===== src/shared/sto_seq_params.svh =====
// Purpose: timing and encoding constants of the safe torque-off sequencer
// Assumes: 100 MHz clock, 1 ms timing tick
// Notes:   times in ms are derived to tick counts below
`ifndef STO_SEQ_PARAMS_SVH
`define STO_SEQ_PARAMS_SVH
`define CLK_PERIOD_NS        10
`define TICK_PERIOD_NS       1000000
`define TICK_DIV             (`TICK_PERIOD_NS / `CLK_PERIOD_NS)
`define FEEDBACK_OPEN_MS     20
`define INDICATION_OFF_MS    10
`define FEEDBACK_CLOSE_MS    80
`define INDICATION_ON_MS     30
`define BLINK_HALF_MS        250
`define SEG_LETTER_H         7'h76
`define SEG_BLANK            7'h00
`endif


===== src/shared/sto_seq_pkg.sv =====
// Purpose: types of the safe torque-off sequencer
// Assumes: nothing
// Notes:   none
package sto_seq_pkg;
	typedef enum logic [2:0] {
		MOT_HALT,
		MOT_HOLD,
		MOT_ACCEL,
		MOT_RUN,
		MOT_DECEL,
		MOT_DROPOUT
	} motion_state_t;
	typedef enum logic [1:0] {
		SUP_OFF,
		SUP_CHARGING,
		SUP_ON,
		SUP_DISCHARGING
	} supply_state_t;
endpackage


===== src/verilog/input_sync.sv =====
// Purpose: two-stage synchroniser for a group of level inputs
// Assumes: inputs are levels
// Notes:   first stage is read only by the second
module input_sync #(
	parameter int WIDTH = 3
) (
	input  wire logic             clk,
	input  wire logic             nrst,
	input  wire logic [WIDTH-1:0] async_in,
	output logic      [WIDTH-1:0] sync_out
);
	logic [WIDTH-1:0] meta_ff;
	logic [WIDTH-1:0] nxt_meta;
	logic [WIDTH-1:0] sync_ff;
	logic [WIDTH-1:0] nxt_sync;

	always_comb begin
		nxt_meta = async_in;
		nxt_sync = meta_ff;
	end

	always_ff @(posedge clk or negedge nrst) begin
		if (!nrst) begin
			meta_ff <= '0;
			sync_ff <= '0;
		end else begin
			meta_ff <= nxt_meta;
			sync_ff <= nxt_sync;
		end
	end

	assign sync_out = sync_ff;
endmodule


===== src/verilog/sto_sequencer.sv =====
// Purpose: safe torque-off sequencer of a servo drive
// Assumes: driver supply charge/discharge modelled by tick timers
// Notes:   all delays counted in ticks of TICK_DIV clock cycles
`include "sto_seq_params.svh"

// Notes on behaviour
// - flashing H shown while torque-off
// - feedback contact opens within 20ms
// - indication removed about 10ms later
// - enable rise releases brake, enables stage
// - brake release needs relay trigger
// - hold zero speed for start delay
// - ramp up to commanded speed
// - enable fall starts quick-stop ramp
// - hold zero for drop-out, then brake
// - drop-out end removes stage enable
// - brake at latest after ramp plus drop-out
// - feedback closes 80ms after trigger loss
// - indication back 31ms after contact closes
// - torque-off while running coasts, brakes
// - bus stays charged, resumes at once
// - flag trigger versus supply mismatch fault
// - contact normally closed, open with supply
module sto_sequencer
	import sto_seq_pkg::*;
#(
	parameter int TICK_DIV = `TICK_DIV,
	parameter int SPEED_W  = 16,
	parameter int TIME_W   = 16
) (
	input  wire logic               clk,
	input  wire logic               nrst,
	input  wire logic               relay_trigger_input,
	input  wire logic               output_stage_enable_input,
	input  wire logic               controller_enable_input,
	input  wire logic               driver_supply_present,
	input  wire logic [SPEED_W-1:0] commanded_speed,
	input  wire logic [SPEED_W-1:0] accel_step,
	input  wire logic [SPEED_W-1:0] quick_stop_step,
	input  wire logic [TIME_W-1:0]  start_delay_ticks,
	input  wire logic [TIME_W-1:0]  ramp_time_ticks,
	input  wire logic [TIME_W-1:0]  dropout_delay_ticks,
	output logic                    feedback_contact_open,
	output logic                    brake_release,
	output logic                    stage_enable,
	output logic [SPEED_W-1:0]      speed_setpoint,
	output logic [6:0]              segment_out,
	output logic                    sto_active,
	output logic                    pulse_inhibit_fault
);
	import sto_seq_pkg::*;

	// ----------------------------------------
	// input synchronisation and tick
	// ----------------------------------------
	logic [2:0] sync_in;
	logic       tick;
	logic       trig_s;
	logic       ose_s;
	logic       cen_s;

	input_sync #(.WIDTH(3)) u_sync (
		.clk      (clk),
		.nrst     (nrst),
		.async_in ({relay_trigger_input, output_stage_enable_input, controller_enable_input}),
		.sync_out (sync_in)
	);

	tick_gen #(.DIV(TICK_DIV)) u_tick (
		.clk  (clk),
		.nrst (nrst),
		.tick (tick)
	);

	assign trig_s = sync_in[2];
	assign ose_s  = sync_in[1];
	assign cen_s  = sync_in[0];

	// ----------------------------------------
	// driver supply, feedback contact and indication
	// ----------------------------------------
	supply_state_t sup_ff;
	supply_state_t nxt_sup;
	logic [7:0]    sup_cnt_ff;
	logic [7:0]    nxt_sup_cnt;
	logic          ind_ff;
	logic          nxt_ind;
	logic [7:0]    ind_cnt_ff;
	logic [7:0]    nxt_ind_cnt;
	logic [8:0]    blink_cnt_ff;
	logic [8:0]    nxt_blink_cnt;
	logic          blink_ff;
	logic          nxt_blink;
	logic          fault_ff;
	logic          nxt_fault;

	always_comb begin
		nxt_sup     = sup_ff;
		nxt_sup_cnt = sup_cnt_ff;
		case (sup_ff)
			SUP_OFF: begin
				if (trig_s) begin
					nxt_sup     = SUP_CHARGING;
					nxt_sup_cnt = 8'h0;
				end
			end
			SUP_CHARGING: begin
				if (!trig_s) begin
					nxt_sup = SUP_OFF;
				end else if (sup_cnt_ff >= 8'(`FEEDBACK_OPEN_MS - 1) && driver_supply_present) begin
					nxt_sup = SUP_ON;
				end else if (tick && sup_cnt_ff < 8'(`FEEDBACK_OPEN_MS - 1)) begin
					nxt_sup_cnt = sup_cnt_ff + 8'h1;
				end
			end
			SUP_ON: begin
				if (!trig_s) begin
					nxt_sup     = SUP_DISCHARGING;
					nxt_sup_cnt = 8'h0;
				end
			end
			SUP_DISCHARGING: begin
				if (trig_s) begin
					nxt_sup = SUP_ON;
				end else if (tick) begin
					nxt_sup_cnt = sup_cnt_ff + 8'h1;
					if (sup_cnt_ff + 8'h1 >= 8'(`FEEDBACK_CLOSE_MS)) begin
						nxt_sup = SUP_OFF;
					end
				end
			end
			default: nxt_sup = SUP_OFF;
		endcase
	end

	// indication: off 10 ticks after contact opens, on 31 ticks after it closes
	always_comb begin
		nxt_ind     = ind_ff;
		nxt_ind_cnt = ind_cnt_ff;
		if (feedback_contact_open == ind_ff) begin
			if (tick) begin
				nxt_ind_cnt = ind_cnt_ff + 8'h1;
			end
			if (feedback_contact_open && ind_cnt_ff >= 8'(`INDICATION_OFF_MS)) begin
				nxt_ind     = 1'b0;
				nxt_ind_cnt = 8'h0;
			end else if (!feedback_contact_open && ind_cnt_ff > 8'(`INDICATION_ON_MS)) begin
				nxt_ind     = 1'b1;
				nxt_ind_cnt = 8'h0;
			end
		end else begin
			nxt_ind_cnt = 8'h0;
		end
		nxt_blink     = blink_ff || !ind_ff;
		nxt_blink_cnt = ind_ff ? blink_cnt_ff : 9'h0;
		if (tick && ind_ff) begin
			nxt_blink_cnt = blink_cnt_ff + 9'h1;
			if (blink_cnt_ff >= 9'(`BLINK_HALF_MS - 1)) begin
				nxt_blink_cnt = 9'h0;
				nxt_blink     = !blink_ff;
			end
		end
		// trigger and monitored supply disagree outside the charging and discharge times
		nxt_fault = fault_ff | ((sup_ff == SUP_ON) && !driver_supply_present)
			| ((sup_ff == SUP_CHARGING) && (sup_cnt_ff >= 8'(`FEEDBACK_OPEN_MS - 1)) && !driver_supply_present)
			| ((sup_ff == SUP_OFF) && !trig_s && driver_supply_present);
	end

	always_ff @(posedge clk or negedge nrst) begin
		if (!nrst) begin
			sup_ff       <= SUP_OFF;
			sup_cnt_ff   <= 8'h0;
			ind_ff       <= 1'b1;
			ind_cnt_ff   <= 8'h0;
			blink_cnt_ff <= 9'h0;
			blink_ff     <= 1'b1;
			fault_ff     <= 1'b0;
		end else begin
			sup_ff       <= nxt_sup;
			sup_cnt_ff   <= nxt_sup_cnt;
			ind_ff       <= nxt_ind;
			ind_cnt_ff   <= nxt_ind_cnt;
			blink_cnt_ff <= nxt_blink_cnt;
			blink_ff     <= nxt_blink;
			fault_ff     <= nxt_fault;
		end
	end

	// normally closed: open only while supply is up
	assign feedback_contact_open = (sup_ff == SUP_ON) || (sup_ff == SUP_DISCHARGING);
	assign sto_active            = ind_ff;
	assign segment_out           = (ind_ff && blink_ff) ? `SEG_LETTER_H : `SEG_BLANK;
	assign pulse_inhibit_fault   = fault_ff;

	// ----------------------------------------
	// motion sequence
	// ----------------------------------------
	motion_state_t       mot_ff;
	motion_state_t       nxt_mot;
	logic [TIME_W-1:0]   tmr_ff;
	logic [TIME_W-1:0]   nxt_tmr;
	logic [SPEED_W-1:0]  spd_ff;
	logic [SPEED_W-1:0]  nxt_spd;
	logic                cen_d_ff;
	logic                safe_ok;
	logic [TIME_W:0]     stop_budget;

	assign safe_ok     = trig_s && ose_s;
	assign stop_budget = {1'b0, ramp_time_ticks} + {1'b0, dropout_delay_ticks};

	always_comb begin
		nxt_mot = mot_ff;
		nxt_tmr = tmr_ff;
		nxt_spd = spd_ff;
		case (mot_ff)
			MOT_HALT: begin
				nxt_spd = '0;
				// bus stays charged, so restart is immediate
				if (safe_ok && cen_s && !cen_d_ff) begin
					nxt_mot = MOT_HOLD;
					nxt_tmr = '0;
				end
			end
			MOT_HOLD: begin
				nxt_spd = '0;
				if (tick) begin
					nxt_tmr = tmr_ff + 1'b1;
				end
				if (tmr_ff >= start_delay_ticks) begin
					nxt_mot = MOT_ACCEL;
				end
			end
			MOT_ACCEL: begin
				if (commanded_speed - spd_ff <= accel_step) begin
					nxt_spd = commanded_speed;
					nxt_mot = MOT_RUN;
				end else if (tick) begin
					nxt_spd = spd_ff + accel_step;
				end
			end
			MOT_RUN: begin
				nxt_spd = commanded_speed;
			end
			MOT_DECEL: begin
				if (tick) begin
					nxt_tmr = tmr_ff + 1'b1;
					nxt_spd = (spd_ff <= quick_stop_step) ? '0 : spd_ff - quick_stop_step;
				end
				// dwell is the drop-out delay, but never past ramp plus drop-out
				if (spd_ff == '0) begin
					nxt_mot = MOT_DROPOUT;
					nxt_tmr = (nxt_tmr < ramp_time_ticks) ? ramp_time_ticks : nxt_tmr;
				end else if ({1'b0, tmr_ff} >= stop_budget) begin
					nxt_mot = MOT_HALT;
				end
			end
			MOT_DROPOUT: begin
				nxt_spd = '0;
				if (tick) begin
					nxt_tmr = tmr_ff + 1'b1;
				end
				if ({1'b0, tmr_ff} >= stop_budget) begin
					nxt_mot = MOT_HALT;
				end
			end
			default: nxt_mot = MOT_HALT;
		endcase
		if (mot_ff != MOT_HALT && mot_ff != MOT_DECEL && mot_ff != MOT_DROPOUT && !cen_s) begin
			nxt_mot = MOT_DECEL;
			nxt_tmr = '0;
		end
		// safety path lost: coast with brake applied
		if (!safe_ok) begin
			nxt_mot = MOT_HALT;
			nxt_spd = '0;
		end
	end

	always_ff @(posedge clk or negedge nrst) begin
		if (!nrst) begin
			mot_ff   <= MOT_HALT;
			tmr_ff   <= '0;
			spd_ff   <= '0;
			cen_d_ff <= 1'b0;
		end else begin
			mot_ff   <= nxt_mot;
			tmr_ff   <= nxt_tmr;
			spd_ff   <= nxt_spd;
			cen_d_ff <= cen_s;
		end
	end

	assign stage_enable   = (mot_ff != MOT_HALT) && safe_ok;
	assign brake_release  = (mot_ff != MOT_HALT) && trig_s;
	assign speed_setpoint = spd_ff;

	// ----------------------------------------
	// checks
	// ----------------------------------------
	brake_needs_trig_a: assert property (@(posedge clk) disable iff (!nrst) brake_release |-> trig_s)
		else $error("brake released without relay trigger");
	start_on_edge_a: assert property (@(posedge clk) disable iff (!nrst)
		(mot_ff == MOT_HALT && safe_ok && cen_s && !cen_d_ff) |=> stage_enable || !safe_ok)
		else $error("stage not enabled after enable edge");
	coast_on_loss_a: assert property (@(posedge clk) disable iff (!nrst)
		!safe_ok |=> mot_ff == MOT_HALT && spd_ff == '0)
		else $error("motion continues without safety signals");
	contact_closed_off_a: assert property (@(posedge clk) disable iff (!nrst)
		sup_ff == SUP_OFF |-> !feedback_contact_open)
		else $error("contact open without supply");
	hold_zero_a: assert property (@(posedge clk) disable iff (!nrst)
		mot_ff == MOT_HOLD |-> spd_ff == '0)
		else $error("speed nonzero during start delay");
	decel_on_fall_a: assert property (@(posedge clk) disable iff (!nrst)
		(mot_ff == MOT_RUN && $fell(cen_s) && safe_ok) |=> mot_ff == MOT_DECEL)
		else $error("no quick stop on enable fall");
	ind_off_open_a: assert property (@(posedge clk) disable iff (!nrst)
		($rose(feedback_contact_open) && ind_ff) |-> ind_ff [*8])
		else $error("indication dropped at contact opening");
	ind_back_late_a: assert property (@(posedge clk) disable iff (!nrst)
		($fell(feedback_contact_open) && !ind_ff) |-> !ind_ff [*8])
		else $error("indication back too soon after contact closed");
	segment_h_a: assert property (@(posedge clk) disable iff (!nrst)
		!ind_ff |-> segment_out == `SEG_BLANK)
		else $error("letter shown outside torque-off");
	fault_sticky_a: assert property (@(posedge clk) disable iff (!nrst)
		pulse_inhibit_fault |=> pulse_inhibit_fault)
		else $error("fault flag cleared");
endmodule


===== src/verilog/tick_gen.sv =====
// Purpose: divides the clock into a one-cycle timing tick
// Assumes: DIV of at least 1
// Notes:   tick is a pulse every DIV cycles
module tick_gen #(
	parameter int DIV = 100000
) (
	input  wire logic clk,
	input  wire logic nrst,
	output logic      tick
);
	logic [31:0] cnt_ff;
	logic [31:0] nxt_cnt;
	logic        tick_ff;
	logic        nxt_tick;

	always_comb begin
		nxt_tick = 1'b0;
		nxt_cnt  = cnt_ff + 32'h1;
		if (cnt_ff >= 32'(DIV - 1)) begin
			nxt_cnt  = 32'h0;
			nxt_tick = 1'b1;
		end
	end

	always_ff @(posedge clk or negedge nrst) begin
		if (!nrst) begin
			cnt_ff  <= 32'h0;
			tick_ff <= 1'b0;
		end else begin
			cnt_ff  <= nxt_cnt;
			tick_ff <= nxt_tick;
		end
	end

	assign tick = tick_ff;
endmodule

===== config.mk =====
export PLATFORM = sky130hd
export DESIGN_NAME = sto_sequencer
export DESIGN_NICKNAME = d
export VERILOG_FILES = /design/src/shared/sto_seq_pkg.sv /design/src/verilog/input_sync.sv /design/src/verilog/sto_sequencer.sv /design/src/verilog/tick_gen.sv
export VERILOG_INCLUDE_DIRS = /design/src /design/src/shared
export SDC_FILE = /design/constraint.sdc
export NUM_CORES = 1
export LEC_CHECK = 0
export BUFFER_PORTS_ARGS = -buffer_cell sky130_fd_sc_hd__buf_2
export CORE_MARGIN = 5
export CORE_UTILIZATION = 60
export DETAILED_ROUTE_END_ITERATION = 8
export PLACE_DENSITY_LB_ADDON = 0.2
export SYNTH_ARGS = -nofsm -noshare
export SYNTH_HDL_FRONTEND = slang
export SYNTH_SLANG_ARGS = --single-unit

===== constraint.sdc =====
create_clock -name clk -period 4.8 [get_ports clk]
set_input_delay 0.24 -clock clk [delete_from_list [all_inputs] [get_ports clk]]
set_output_delay 0.24 -clock clk [all_outputs]
set_load 0.01 [all_outputs]

; Word-level counts from Yosys, hierarchy flattened
; Index checks and enable logic that the tools add are counted.
[word_totals]
word_cells = 163
ram_bits = 0
regBits = 105
inputBits = 102
latchBits = 0
rom_bits = 0
n_memories = 0
output_inout_bits = 28
[op_classes]
multipliers = 0
n_shift = 0
n_reduce_logical = 42
bitwise = 3
n_addsub = 9
mux = 51
n_lt_le_gt_ge = 12
div = 0
n_eq_ne = 31
[ops]
columns = op, count
row1 = $mux 16, 11
row2 = $mux 8, 11
row3 = $pmux 16 s4, 1
row4 = $pmux 16 s3, 1
row5 = $add 32x1->32 const B, 1
row6 = $ge 32x17->1 const B, 1
row7 = $le 16x16->1, 2
row8 = $mux 32, 1
row9 = $pmux 8 s4, 1
row10 = $sub 16x16->16, 2
row11 = $mux 9, 3
row12 = $mux 3, 7
row13 = $logic_and 1x1->1, 19
row14 = $pmux 3 s6, 1
row15 = $add 16x16->17, 1
row16 = $ge 16x17->1, 1
row17 = $add 16x1->16 const B, 1
row18 = $add 16x16->16, 1
row19 = $add 8x1->8 const B, 2
row20 = $ge 16x16->1, 1
row21 = $logic_not 16->1, 1
row22 = $lt 16x16->1, 1
row23 = $ne 3x3->1 const B, 5
row24 = $mux 2, 7
row25 = 39 further kinds, 65

; Depth between registers and ports, before layout
; Gate-level depths: netlist of the first run.
[logic_depth]
ltp_word = 8
mapped_depth = 22

; Hierarchy
; From an unflattened synthesis of the first run, not the netlist that was laid out.
[hier_totals]
cells_unflattened = 1176
hier_area_um2 = 9783.1
[modules_own_cells]
columns = module, instances, seq_area_each_um2, area_per_inst_um2, cells_per_inst
row1 = sto_sequencer, 1, 1654.1, 8320.5, 1056
row2 = tick_gen, 1, 825.8, 1312.5, 114
row3 = input_sync, 1, 150.1, 150.1, 6

; Least setup slack after synthesis of the first run
; No wires, ideal clock.
[synth_timing]
path_kind = reg2reg
startpoint = register spd_ff[0] (netlist: speed_setpoint[0])
endpoint = register spd_ff[8] (netlist: speed_setpoint[8])
required_ns = 4.680
synth_period_minus_slack_ns = 4.174
arrival_ns = 4.054
path_slack_ns = 0.626
path_stages_with_launch = 21
n_path_buf = 1
cell_sequence = dfrtp_1 > ha_1 > inv_1 > fa_1 > a21o_1 > a21o_1 > a21oi_1 > o21ai_1 > a211oi_1 > o31ai_1 > a21oi_1 > xnor2_1 > ha_1 > nand4_1 > a211oi_1 > o31ai_2 > a221oi_2 > buf_4 > mux2_2 > a21oi_1 > nor2_1
[synth_between]
elab_chain_cells = 5
word_cells_on_any_way = 13
cone_classes = add/sub: 3 / order compare: 2 / eq/ne: 1 / mux: 6 / reduce/logical: 1
[synth_rtl]
columns = element, line
row1 = "start, declared", sto_sequencer.sv:202  ; logic [SPEED_W-1:0] spd_ff;
row2 = "start signal, assigned", sto_sequencer.sv:288  ; spd_ff <= nxt_spd;
row3 = $sub 16x16->16 (tied with other cells), sto_sequencer.sv:234  ; if (commanded_speed - spd_ff <= accel_step) begin
row4 = $le 16x16->1 (tied with other cells), sto_sequencer.sv:234
row5 = $mux 16 (on tied branches), "sto_sequencer.sv:234, sto_sequencer.sv:245"
row6 = $pmux 16 s4, sto_sequencer.sv:215  ; case (mot_ff)
row7 = $mux 16, sto_sequencer.sv:273  ; if (!safe_ok) begin
; Parallel ways exist; a longest one is shown, timed or not. The select of a mux whose other input is x is not followed.
; A chain may end at the register's enable or synchronous reset.

; Worst setup path in the final report of the first run
[layout_timing]
startpoint = register spd_ff[0] (netlist: speed_setpoint[0])
endpoint = register spd_ff[9] (netlist: speed_setpoint[9])
; Same word-level chain as after synthesis.

==> metrics.md, run 1 <==
| Metric | Value |
|---|---|
| Register bit count reported by yosys | `105` |
| Die span in x | `137 um` |
| Setup violators final | `0` |
| Routing usage on met1 | `0.347` |
| Crit path depth | `21` |
| All-Layer GR Usage | `0.260` |
| CP Cell Sequence | `ha_1, inv_1, fa_1, a21o_1, a21o_1, a21oi_2, o21ai_1, a211oi_2, o31ai_1, a21oi_1, xnor2_1, ha_1, nand4_1, a211oi_2, o31ai_2, a221oi_4, buf_4, nor2_1, a32o_1, a31oi_1, a21oi_1` |
| DRC | `0` |
| Post-synth EDFFs | `0` |
| Die Ht | `about 140 um` |
| Hold Path Class | `input port to register` |
| Synth Area in Compound Gates | `0.219` |
| Ratio of cells with drive above 1 in the final layout | `0.141` |
| Achievable frequency | `between 0.2 and 0.25 GHz` |
| Root buffer cell | `clkbuf_16` |
| Post-synthesis cell area | `0.00963 mm2` |
| Total global routing overflow | `0` |
| Max Clock Skew | `0.0144 ns` |
| Worst R2R Start | `speed_setpoint[0]` |
| Gr busiest metal | `met2` |
| FF-to-FF setup slack | `0.31 ns` |
| Total core area | `0.0158 mm2` |
| Syn Inst Count | `~1200` |
| CTS max path bufs | `2` |
| Row count | `between 40 and 50` |
| Crit path launch type | `register` |
| Layout area overhead | `13.8%` |
| Worst-Skew Late Latency | `~0.36 ns` |
| Mux share of post-synthesis cell area | `0.0148` |
| Met2 global-route usage | `0.439` |
| Max Cap Violations | `0` |
| Final Hold Viols | `0` |
| Fin crit period | `approximately 4.5 ns` |
| Required @ worst endpoint | `~5.0 ns` |
| CTS clock-pin slew for the worst setup and hold paths | `0.07 ns` |
| Cts bufs inserted | `9` |
| Worst path bufs/invs | `2` |
| CTS tree | `yes` |
| WL/cell | `between 15 and 20 um` |
| Slew Viols, Final | `0` |
| Final instance area | `approximately 0.011 mm2` |
| DRT Pass-1 Iters | `7` |
| Vias | `8888` |
| WP data arrival | `4.72 ns` |
| Initial DRC count | `499` |
| CP Max Fanout | `4` |
| Post-synthesis cell type count | `79` |
| Non-filler cells in the finished layout | `1513` |
| Power per cell area | `roughly 240 mW/mm2` |
| R2R Path End | `speed_setpoint[9]` |
| Crit. End Element | `register` |
| Crit path kind | `register to register` |
| Fin nets | `between 1500 and 2000` |
| Placed cells | `1490` |
| Dpl cell area | `0.0105 mm2` |
| Post-synthesis simple-gate area fraction | `0.172` |
| Share of synthesized flip-flops with an asynchronous set or reset | `1.00` |
| Vias in the first global route | `8434` |
| RSZ-0062 raised after global routing | `no` |
| Sequential share of the synthesized area | `0.273` |
| First-pass GRT wire length | `39.2 mm` |
| Largest family of logic cells by synthesized area | `compound AO/OA/AOI/OAI gates` |
| H-tree Lvls | `3` |
| Delay-heaviest family, CP | `compound AO/OA/AOI/OAI gates` |
| DIE AREA | `0.0187 mm2` |
| Drt via density | `between 5 and 6` |
| Initial antenna violation count | `0` |
| Synth Warn # | `0` |
| Worst vdd ir | `178 uV` |
| Slew at the pin closest to its max-slew limit | `0.818 ns` |
| Crit path to | `speed_setpoint[9]` |
| Reg2reg path depth | `21` |
| Crit-path slowest cell | `fa_1` |
| Final WS setup | `0.309 ns` |
| Adder-Cell Fraction of Synth Area | `0.180` |
| Status | `complete, no violations` |
| Largest net degree at the start of global routing | `54` |
| Port Buf Inserts | `127` |
| Fin crit share | `0.936` |
| Pwr Total | `around 2600 uW` |
| Met3 Use GR | `0.0375` |
| Setup TNS | `0 ns` |
| Routed WL | `24.2 mm` |
| Sink Count | `105` |
| CP peak stage delay | `about 0.41 ns` |
| Syn Area/Cell | `8.37 um2` |
| Worst slew margin | `0.454` |
| Ant. Diodes | `0` |
| Pre-CTS WS | `between 0.09 and 0.1 ns` |
| GPL Wtd Cong | `0.977` |
| IO Pins | `between 100 and 150` |
| LEAKAGE | `0.00553 uW` |
| Ys flop type | `dfrtp_1` |
| Post-DRT Antenna Nets | `0` |
| Final HPWL DP | `18.9 mm` |
| Crit path launch | `speed_setpoint[0]` |
| Post-Synth XOR/XNOR Area | `0.0773` |
| Initial Utilization | `0.609` |
==> synthesized netlist by cell type, types with 11 or more instances <==
library cell,instances,area (um2)
a211oi_1,18,135
a21o_1,27,203
a21oi_1,79,395
a31oi_1,11,68.8
and3_1,21,131
clkbuf_1,16,60.1
dfrtp_1,103,2580
ha_1,132,1650
inv_1,119,447
mux2i_1,12,120
nand2_1,82,308
nand3_1,30,150
nand4_1,24,150
nor2_1,88,330
nor2b_1,12,75.1
nor3_1,24,120
nor4_1,14,87.6
o211ai_1,12,90.1
o21a_1,12,90.1
o21ai_0,60,300
o21ai_1,13,65.1
o221ai_1,17,149
or3_1,11,68.8
xnor2_1,51,447
xor2_1,34,298
==> how the worst min path moves through the flow <==
stage                                  start            endpoint  slack, ns  depth (start not counted)
after floorplan                         nrst           async pin      -0.06                          0
after global placement     u_sync.meta_ff[2]  u_sync.sync_out[2]       0.33                          0
after detailed placement                nrst          tmr_ff[12]       0.34                          1
after CTS                 ramp_time_ticks[0]           tmr_ff[0]       0.19                          3
after global routing      ramp_time_ticks[0]           tmr_ff[0]       0.20                          3
final                     ramp_time_ticks[0]           tmr_ff[0]       0.18                          3
==> cell families (layout without fill, tap and decap cells) <==
logic type               after synthesis  in the layout
multiplexers                          14             14
buffers and inverters                153            280
AND/OR/NAND/NOR                      340            340
flip-flops                           105            105
XOR/XNOR                              85             85
adder cells (fa/ha/maj)              136            136
AO/OA/AOI/OAI                        317            317
other                                  1             20
==> cell usage in the layout, fill, tap and decap left out, drive strengths merged, types with 13 or more instances in the layout <==
| cell | netlist | final |
|---|---|---|
| inv | 119 | 124 |
| nor4 | 14 | 14 |
| nand3 | 31 | 31 |
| ha | 132 | 132 |
| o21ai | 73 | 73 |
| nor3 | 24 | 24 |
| o221ai | 17 | 17 |
| nand4 | 24 | 24 |
| a21oi | 81 | 81 |
| a211oi | 20 | 20 |
| nor2 | 88 | 88 |
| a21o | 27 | 27 |
| xor2 | 34 | 34 |
| o211ai | 13 | 13 |
| nand2 | 82 | 82 |
| and3 | 21 | 21 |
| conb | 1 | 20 |
| xnor2 | 51 | 51 |
| dfrtp | 103 | 103 |
| buf | 17 | 140 |
==> registers in the layout, summed over array words and instances, names as in the netlist, 3 cells and up, named ones only <==
signal / count
u_tick.cnt_ff: 32
speed_setpoint: 16
tmr_ff: 16
blink_cnt_ff: 9
ind_cnt_ff: 8
sup_cnt_ff: 8
mot_ff: 3
u_sync.meta_ff: 3
u_sync.sync_out: 3
==> report_power, final <==
part	total [uW]	internal, uW	switching [uW]	leakage [uW]
logic	805	352	453	0.00400
clock network	755	373	382	0.000149
registers	1050	946	101	0.00138
==> worst reg2reg max path: cells and delay by family (launching register included) <==
family          cells  cell delay, ns
compound gates     13            2.47
xor+xnor            1            0.09
fa+ha+maj           3            0.89
buf+inv             2            0.25
flops               1            0.37
simple gates        2            0.27
==> metal layers <==
metal / vias up / share of wire
met1: 4157 / 0.44
met2: 269 / 0.48
li1: 4411 / -
met4: 0 / 0.021
met3: 51 / 0.060
met5: - / 0
==> per-stage QoR <==
stage | hold slack (ns) | util
floorplan | -0.0556 | -
global placement | 0.332 | 0.665
detailed placement | 0.337 | 0.665
CTS | 0.185 | 0.687
global route | 0.201 | 0.693
finish | 0.185 | 0.693
==> area by class of cell <==
class | instances | area (um2)
Multi-Input combinational cell | 912 | 6530
Clock inverter | 7 | 78.8
Fill cell | 1301 | 4860
Sequential cell | 105 | 2630
Timing Repair Buffer | 144 | 783
Clock buffer | 9 | 225
Inverter | 120 | 450
Tap cell | 216 | 270
==> what timing repair did <==
item | 4_1_cts | 5_1_grt
hold buffers | 4 | 0
hold endpoints to repair | 55 | 0
resized for setup | 0 | 12
endpoints found under the setup margin | 0 | 18
buffers inserted | 0 | 3
Power figures use the tool's default switching activity.
==> run 2, diff against run 1 <==
--- a/config.mk
+++ b/config.mk
@@ -11,6 +11,8 @@
 export CORE_UTILIZATION = 60
 export DETAILED_ROUTE_END_ITERATION = 8
 export PLACE_DENSITY_LB_ADDON = 0.2
+export SETUP_SLACK_MARGIN = 0.5
+export SKIP_CTS_REPAIR_TIMING = 1
 export SYNTH_ARGS = -nofsm -noshare
 export SYNTH_HDL_FRONTEND = slang
 export SYNTH_SLANG_ARGS = --single-unit
==> constraint.sdc (replaced) <==
create_clock -name clk -period 4.8 [get_ports clk]
set_input_delay 0.24 -clock clk [delete_from_list [all_inputs] [get_ports clk]]
set_output_delay 0.24 -clock clk [all_outputs]
set_load 0.005 [all_outputs]
==> run 2 against run 1 <==
Worst setup slack worse by 0.040 ns. Design area up 0.95%. Sequential share of layout area shrank 0.22 points. Highest routed layer unchanged. First-iteration DRC count fell by 1.6%. Hold slack worse by 0.0015 ns. Register-to-register slack lost 0.04 ns. Clock-buffer cell count stayed put. Via count grew 0.26%.
==> metrics.md, run 2 (synthesis gave the netlist of run 1 again) <==
| Metric | Value |
|---|---|
| Worst vdd ir | `approximately 180 uV` |
| WP data arrival | `4.78 ns` |
| Setup violators final | `0` |
| Fin nets | `1536` |
| Vias in the first global route | `8417` |
| All-Layer GR Usage | `0.259` |
| IO Pins | `130` |
| Achievable frequency | `0.221 GHz` |
| First-pass GRT wire length | `just under 40 mm` |
| Slew at the pin closest to its max-slew limit | `0.816 ns` |
| Die Ht | `137 um` |
| Setup TNS | `0 ns` |
| Status | `complete, no violations` |
| Routed WL | `24.5 mm` |
| Reg2reg path depth | `20` |
| Sink Count | `105` |
| Max Cap Violations | `0` |
| Worst slew margin | `0.456` |
| CTS max path bufs | `2` |
| Cts bufs inserted | `9` |
| Worst Hold Path Cells | `3` |
| Initial DRC count | `~490` |
| CTS clock-pin slew for the worst setup and hold paths | `0.08 ns` |
| Final Hold Viols | `0` |
| Required @ worst endpoint | `5.05 ns` |
| Worst-Skew Late Latency | `roughly 0.37 ns` |
| Layout area overhead | `14.9%` |
| Ant. Diodes | `0` |
| GPL Wtd Cong | `slightly below 1` |
| Fin crit share | `0.944` |
| CP peak stage delay | `0.40 ns` |
| Hold Path Class | `input port to register` |
| Crit. End Element | `register` |
| DRC | `0` |
| Crit path launch type | `register` |
| Vias | `8911` |
| Power per cell area | `between 200 and 250 mW/mm2` |
| Die span in x | `137 um` |
| LEAKAGE | `0.00557 uW` |
| Crit-path slowest cell | `a221oi_4` |
| Largest net degree at the start of global routing | `54` |
| Row count | `46` |
| Max Clock Skew | `0.0157 ns` |
| Drt via density | `5.87` |
| Final instance area | `roughly 0.011 mm2` |
| DIE AREA | `0.0187 mm2` |
| Final HPWL DP | `roughly 19 mm` |
| CP Cell Sequence | `ha_2, inv_2, fa_2, a21o_1, a21o_1, a21oi_2, o21ai_2, a211oi_2, o31ai_1, a21oi_1, xnor2_1, ha_1, nand4_1, a211oi_2, o31ai_4, a221oi_4, buf_4, mux2_2, a21oi_1, nor2_1` |
| Largest register by flop count | `u_tick.cnt_ff` |
| Post-DRT Antenna Nets | `0` |
| Max reg flops | `32` |
| Total core area | `around 0.016 mm2` |
| Initial Utilization | `0.609` |
| RSZ-0062 raised after global routing | `yes` |
| Commonest non-fill, non-tap cell in the layout | `ha_1` |
| Dpl cell area | `0.0105 mm2` |
| Crit path kind | `register to register` |
| DRT Pass-1 Iters | `7` |
| Total global routing overflow | `0` |
| H-tree Lvls | `3` |
| FF-to-FF setup slack | `0.27 ns` |
| WL/cell | `~16 um` |
| Most frequent cells in the layout | `131 x ha_1, 126 x buf_2, 118 x inv_1, 103 x dfrtp_1, 87 x nor2_1` |
| Ratio of cells with drive above 1 in the final layout | `0.151` |
| Initial antenna violation count | `0` |
| Fin crit period | `4.53 ns` |
| Port Buf Inserts | `127` |
| CP Max Fanout | `4` |
| Root buffer cell | `clkbuf_16` |
| CTS tree | `yes` |
| Slew Viols, Final | `0` |
[run 2: stage by stage]
stage | utilization | setup slack (ns) | hold slack (ns) | std cells | power, uW
floorplan | - | 0.668 | -0.0556 | 1170 | 1600
global placement | 0.665 | 0.218 | 0.332 | 1490 | 1800
detailed placement | 0.665 | 0.0968 | 0.337 | 1490 | 1820
CTS | 0.685 | 0.0978 | -0.0529 | 1506 | 2580
global route | 0.699 | 0.0829 | 0.201 | 1519 | 2770
finish | 0.699 | 0.269 | 0.183 | 1519 | 2610
[run 2: area by class of cell]
| class | instances | area [um2] |
|---|---|---|
| well taps | 216 | 270 |
| clock inverters | 7 | 78.8 |
| inverters | 120 | 450 |
| fillers | 1283 | 4760 |
| multi-input cells | 912 | 6570 |
| repair buffers | 150 | 845 |
| flip-flops and latches | 105 | 2630 |
| clock buffers | 9 | 225 |
[run 2: layer usage]
| layer | vias to the layer above | GRT usage | share of wire |
|---|---|---|---|
| met5 | - | 0 | 0 |
| met4 | 0 | 0.0750 | 0.020 |
| met3 | 45 | 0.0375 | 0.057 |
| met2 | 266 | 0.438 | 0.48 |
| met1 | 4175 | 0.346 | 0.44 |
| li1 | 4425 | - | - |
[run 2: worst max-delay path: cells and delay by family, from the launching register on]
kind            cells  cell delay [ns]
compound gates     11             2.30
fa+ha+maj           3             0.85
flops               1             0.37
mux                 1             0.31
simple gates        2             0.26
buf+inv             2             0.22
xor+xnor            1             0.10
[run 2: worst paths after layout]
check | start | end
max | speed_setpoint[0] | speed_setpoint[8]
min | ramp_time_ticks[0] | tmr_ff[0]
min reg2reg | u_sync.meta_ff[1] | u_sync.sync_out[1]
min in group asynchronous | nrst | tmr_ff[12]
max reg2reg | speed_setpoint[0] | speed_setpoint[8]
max in group asynchronous | nrst | sup_cnt_ff[0]
[run 2: power by group]
group	total (uW)	leakage, uW	switching [uW]	internal [uW]
logic	810	0.00405	450	360
registers	1050	0.00138	101	946
clock network	755	0.000149	382	373
==> run 3, diff against run 2 <==
--- a/config.mk
+++ b/config.mk
@@ -15,4 +15,5 @@
 export SKIP_CTS_REPAIR_TIMING = 1
 export SYNTH_ARGS = -nofsm -noshare
 export SYNTH_HDL_FRONTEND = slang
+export SYNTH_HIERARCHICAL = 1
 export SYNTH_SLANG_ARGS = --single-unit
==> run 3 against run 2 <==
The flow now finishes with violations (negative hold slack). Combinational power rose by 7.0%. Flip-flop and latch count unchanged. Non-clock buffer count is 4 higher. Die area is 1.4% higher. Utilization is 0.70 points higher. Sequential share of layout area fell by 0.36 points. Wire length up 4.6%. Cell count grew 1.8%. Area after synthesis increased by 1.5%. Register-to-register slack better by 0.21 ns. Sequential power hardly changed. Largest cell class unchanged.
==> metrics.md, run 3 <==
| Metric | Value |
|---|---|
| Most numerous cell in the Yosys netlist | `ha_1` |
| RSZ-0062 raised after global routing | `yes` |
| Post-synthesis cell area | `between 0.009 and 0.01 mm2` |
| Final Hold Viols | `2` |
| Post-DRT Antenna Nets | `0` |
| Vias in the first global route | `8416` |
| Worst-Skew Late Latency | `0.36 ns` |
| Cts bufs inserted | `9` |
| Largest net degree at the start of global routing | `66` |
| Sink Count | `105` |
| CTS max path bufs | `2` |
| Row count | `46` |
| Fin crit period | `4.32 ns` |
| Top cell type by total area after synthesis | `dfrtp_1` |
| Crit path launch type | `register` |
| Failing checks | `negative hold slack` |
| Max reg flops | `32` |
| WL/cell | `~17 um` |
| Syn Inst Count | `1176` |
| CTS tree | `yes` |
| Most frequent cells in the layout | `131 x ha_1, 126 x inv_1, 126 x buf_2, 99 x dfrtp_1` |
| Crit path kind | `register to register` |
| Setup TNS | `0 ns` |
| Vias | `9214` |
| Post-synthesis cell type count | `76` |
| Register bit count reported by yosys | `105` |
| Routed WL | `25.7 mm` |
| Layout area overhead | `15.1%` |
| Power per cell area | `237 mW/mm2` |
| Ratio of cells with drive above 1 in the final layout | `0.168` |
| Initial Utilization | `0.614` |
| IO Pins | `between 100 and 150` |
| CP Max Fanout | `8` |
| Sequential share of the synthesized area | `0.269` |
| CTS clock-pin slew for the worst setup and hold paths | `0.08 ns` |
| All-Layer GR Usage | `0.261` |
| Die span in x | `138 um` |
| Max Cap Violations | `0` |
| Hold Path Class | `input port to async pin` |
| Final HPWL DP | `19.3 mm` |
| Initial antenna violation count | `0` |
| Crit. End Element | `register` |
| H-tree Lvls | `3` |
| Required @ worst endpoint | `5.04 ns` |
| Share of synthesized flip-flops with an asynchronous set or reset | `1.00` |
| Post-synth top area share | `0.263` |
| Worst slew margin | `0.385` |
| FILL cells | `approximately 1300` |
| DIE AREA | `about 0.019 mm2` |
| Fin crit share | `0.900` |
| LEAKAGE | `approximately 0.0055 uW` |
| Setup violators final | `0` |
| Root buffer cell | `clkbuf_16` |
| GPL Wtd Cong | `0.943` |
| Fin nets | `1563` |
| Slew at the pin closest to its max-slew limit | `slightly above 0.9 ns` |
| First-pass GRT wire length | `39.9 mm` |
| Post-synth top cells | `132 x ha_1, 128 x inv_1, 103 x dfrtp_1` |
| Worst vdd ir | `191 uV` |
| Hold_ws | `-0.00693 ns` |
| Status | `finished, violations left` |
| Finished Core Util | `0.706` |
| DRC | `0` |
| Largest cells by area after synthesis | `dfrtp_1 26%, ha_1 17%, xnor2_1 4.9%` |
| Total core area | `0.0159 mm2` |
| Max Clock Skew | `0.00790 ns` |
| Commonest non-fill, non-tap cell in the layout | `ha_1` |
| Post-synth EDFFs | `0` |
| Achievable frequency | `0.232 GHz` |
| Largest register by flop count | `u_tick/cnt_ff` |
| Synth Warn # | `6` |
| Pwr Total | `2670 uW` |
| Initial DRC count | `575` |
| Syn Area/Cell | `8.32 um2` |
| Ant. Diodes | `0` |
| Ys flop type | `dfrtp_1` |
| Die Ht | `between 100 and 150 um` |
| Slew Viols, Final | `0` |
| WP data arrival | `approximately 4.6 ns` |
| Total global routing overflow | `0` |
| Port Buf Inserts | `127` |
| DRT Pass-1 Iters | `5` |
| Drt via density | `5.96` |
[run 3: cell families after synthesis]
family | Yosys count | synth area share
multiplexers | 15 | 0.0164
XOR/XNOR | 83 | 0.0743
buffers and inverters | 165 | 0.0701
other | 2 | 0.000768
adder cells (fa/ha/maj) | 136 | 0.177
flip-flops | 105 | 0.269
AO/OA/AOI/OAI | 330 | 0.222
AND/OR/NAND/NOR | 340 | 0.171
[run 3: power breakdown]
group / switching (uW) / internal, uW
sequential: 113 / 955
clock: 367 / 365
combinational: 470 / 397
total: 950 / 1720
[run 3: area by class of cell]
type / count / area [um2] / area share
Inverter: 128 / 483 / 0.0429
Timing Repair Buffer: 154 / 863 / 0.0766
Tap cell: 216 / 270 / 0.0240
Sequential cell: 105 / 2640 / 0.234
Clock buffer: 10 / 229 / 0.0203
Clock inverter: 6 / 57.6 / 0.00511
Multi-Input combinational cell: 927 / 6730 / 0.597
[run 3: metal layers]
layer  vias to the layer above  share of wire  global-route usage
li1                       4514              -                   -
met1                      4310           0.44               0.352
met2                       329           0.47               0.430
met3                        61          0.063              0.0387
met4                         0          0.026              0.0873
met5                         -              0                   0
[run 3: critical path, cell delays in order, from the launching register on]
cell	delay [ns]
dfrtp_2	0.41
ha_4	0.16
inv_4	0.03
fa_2	0.37
a21o_1	0.18
a21oi_2	0.18
nor2b_2	0.07
o21ai_2	0.20
a211oi_2	0.12
nor2_2	0.15
a21oi_2	0.08
xor2_1	0.15
ha_1	0.29
nand2_2	0.07
nor4_4	0.35
o311ai_4	0.18
a22oi_2	0.36
a21oi_4	0.13
o32a_4	0.47
o221ai_2	0.18
a21oi_1	0.08
[run 3: final timing paths]
check	from	slack, ns	cells past startpoint	end
worst min-delay path	nrst	-0.007	1	speed_setpoint[1]
min in group clk	ramp_time_ticks[12]	0.20	3	tmr_ff[12]
worst max-delay path	speed_setpoint[0]	0.48	20	speed_setpoint[15]
max in group asynchronous	nrst	3.72	2	u_tick/cnt_ff[16]
worst max register to register	speed_setpoint[0]	0.48	20	speed_setpoint[15]
worst min register to register	u_sync/meta_ff[2]	0.35	0	u_sync/sync_out[2]
[run 3: metrics by stage]
stage               worst slack (ns)  cells  area, um2
floorplan                      0.504   1194       9850
global placement               0.316   1512      10700
detailed placement            0.0321   1512      10700
CTS                          0.00814   1528      10900
global route                   0.333   1546      11300
finish                         0.482   1546      11300
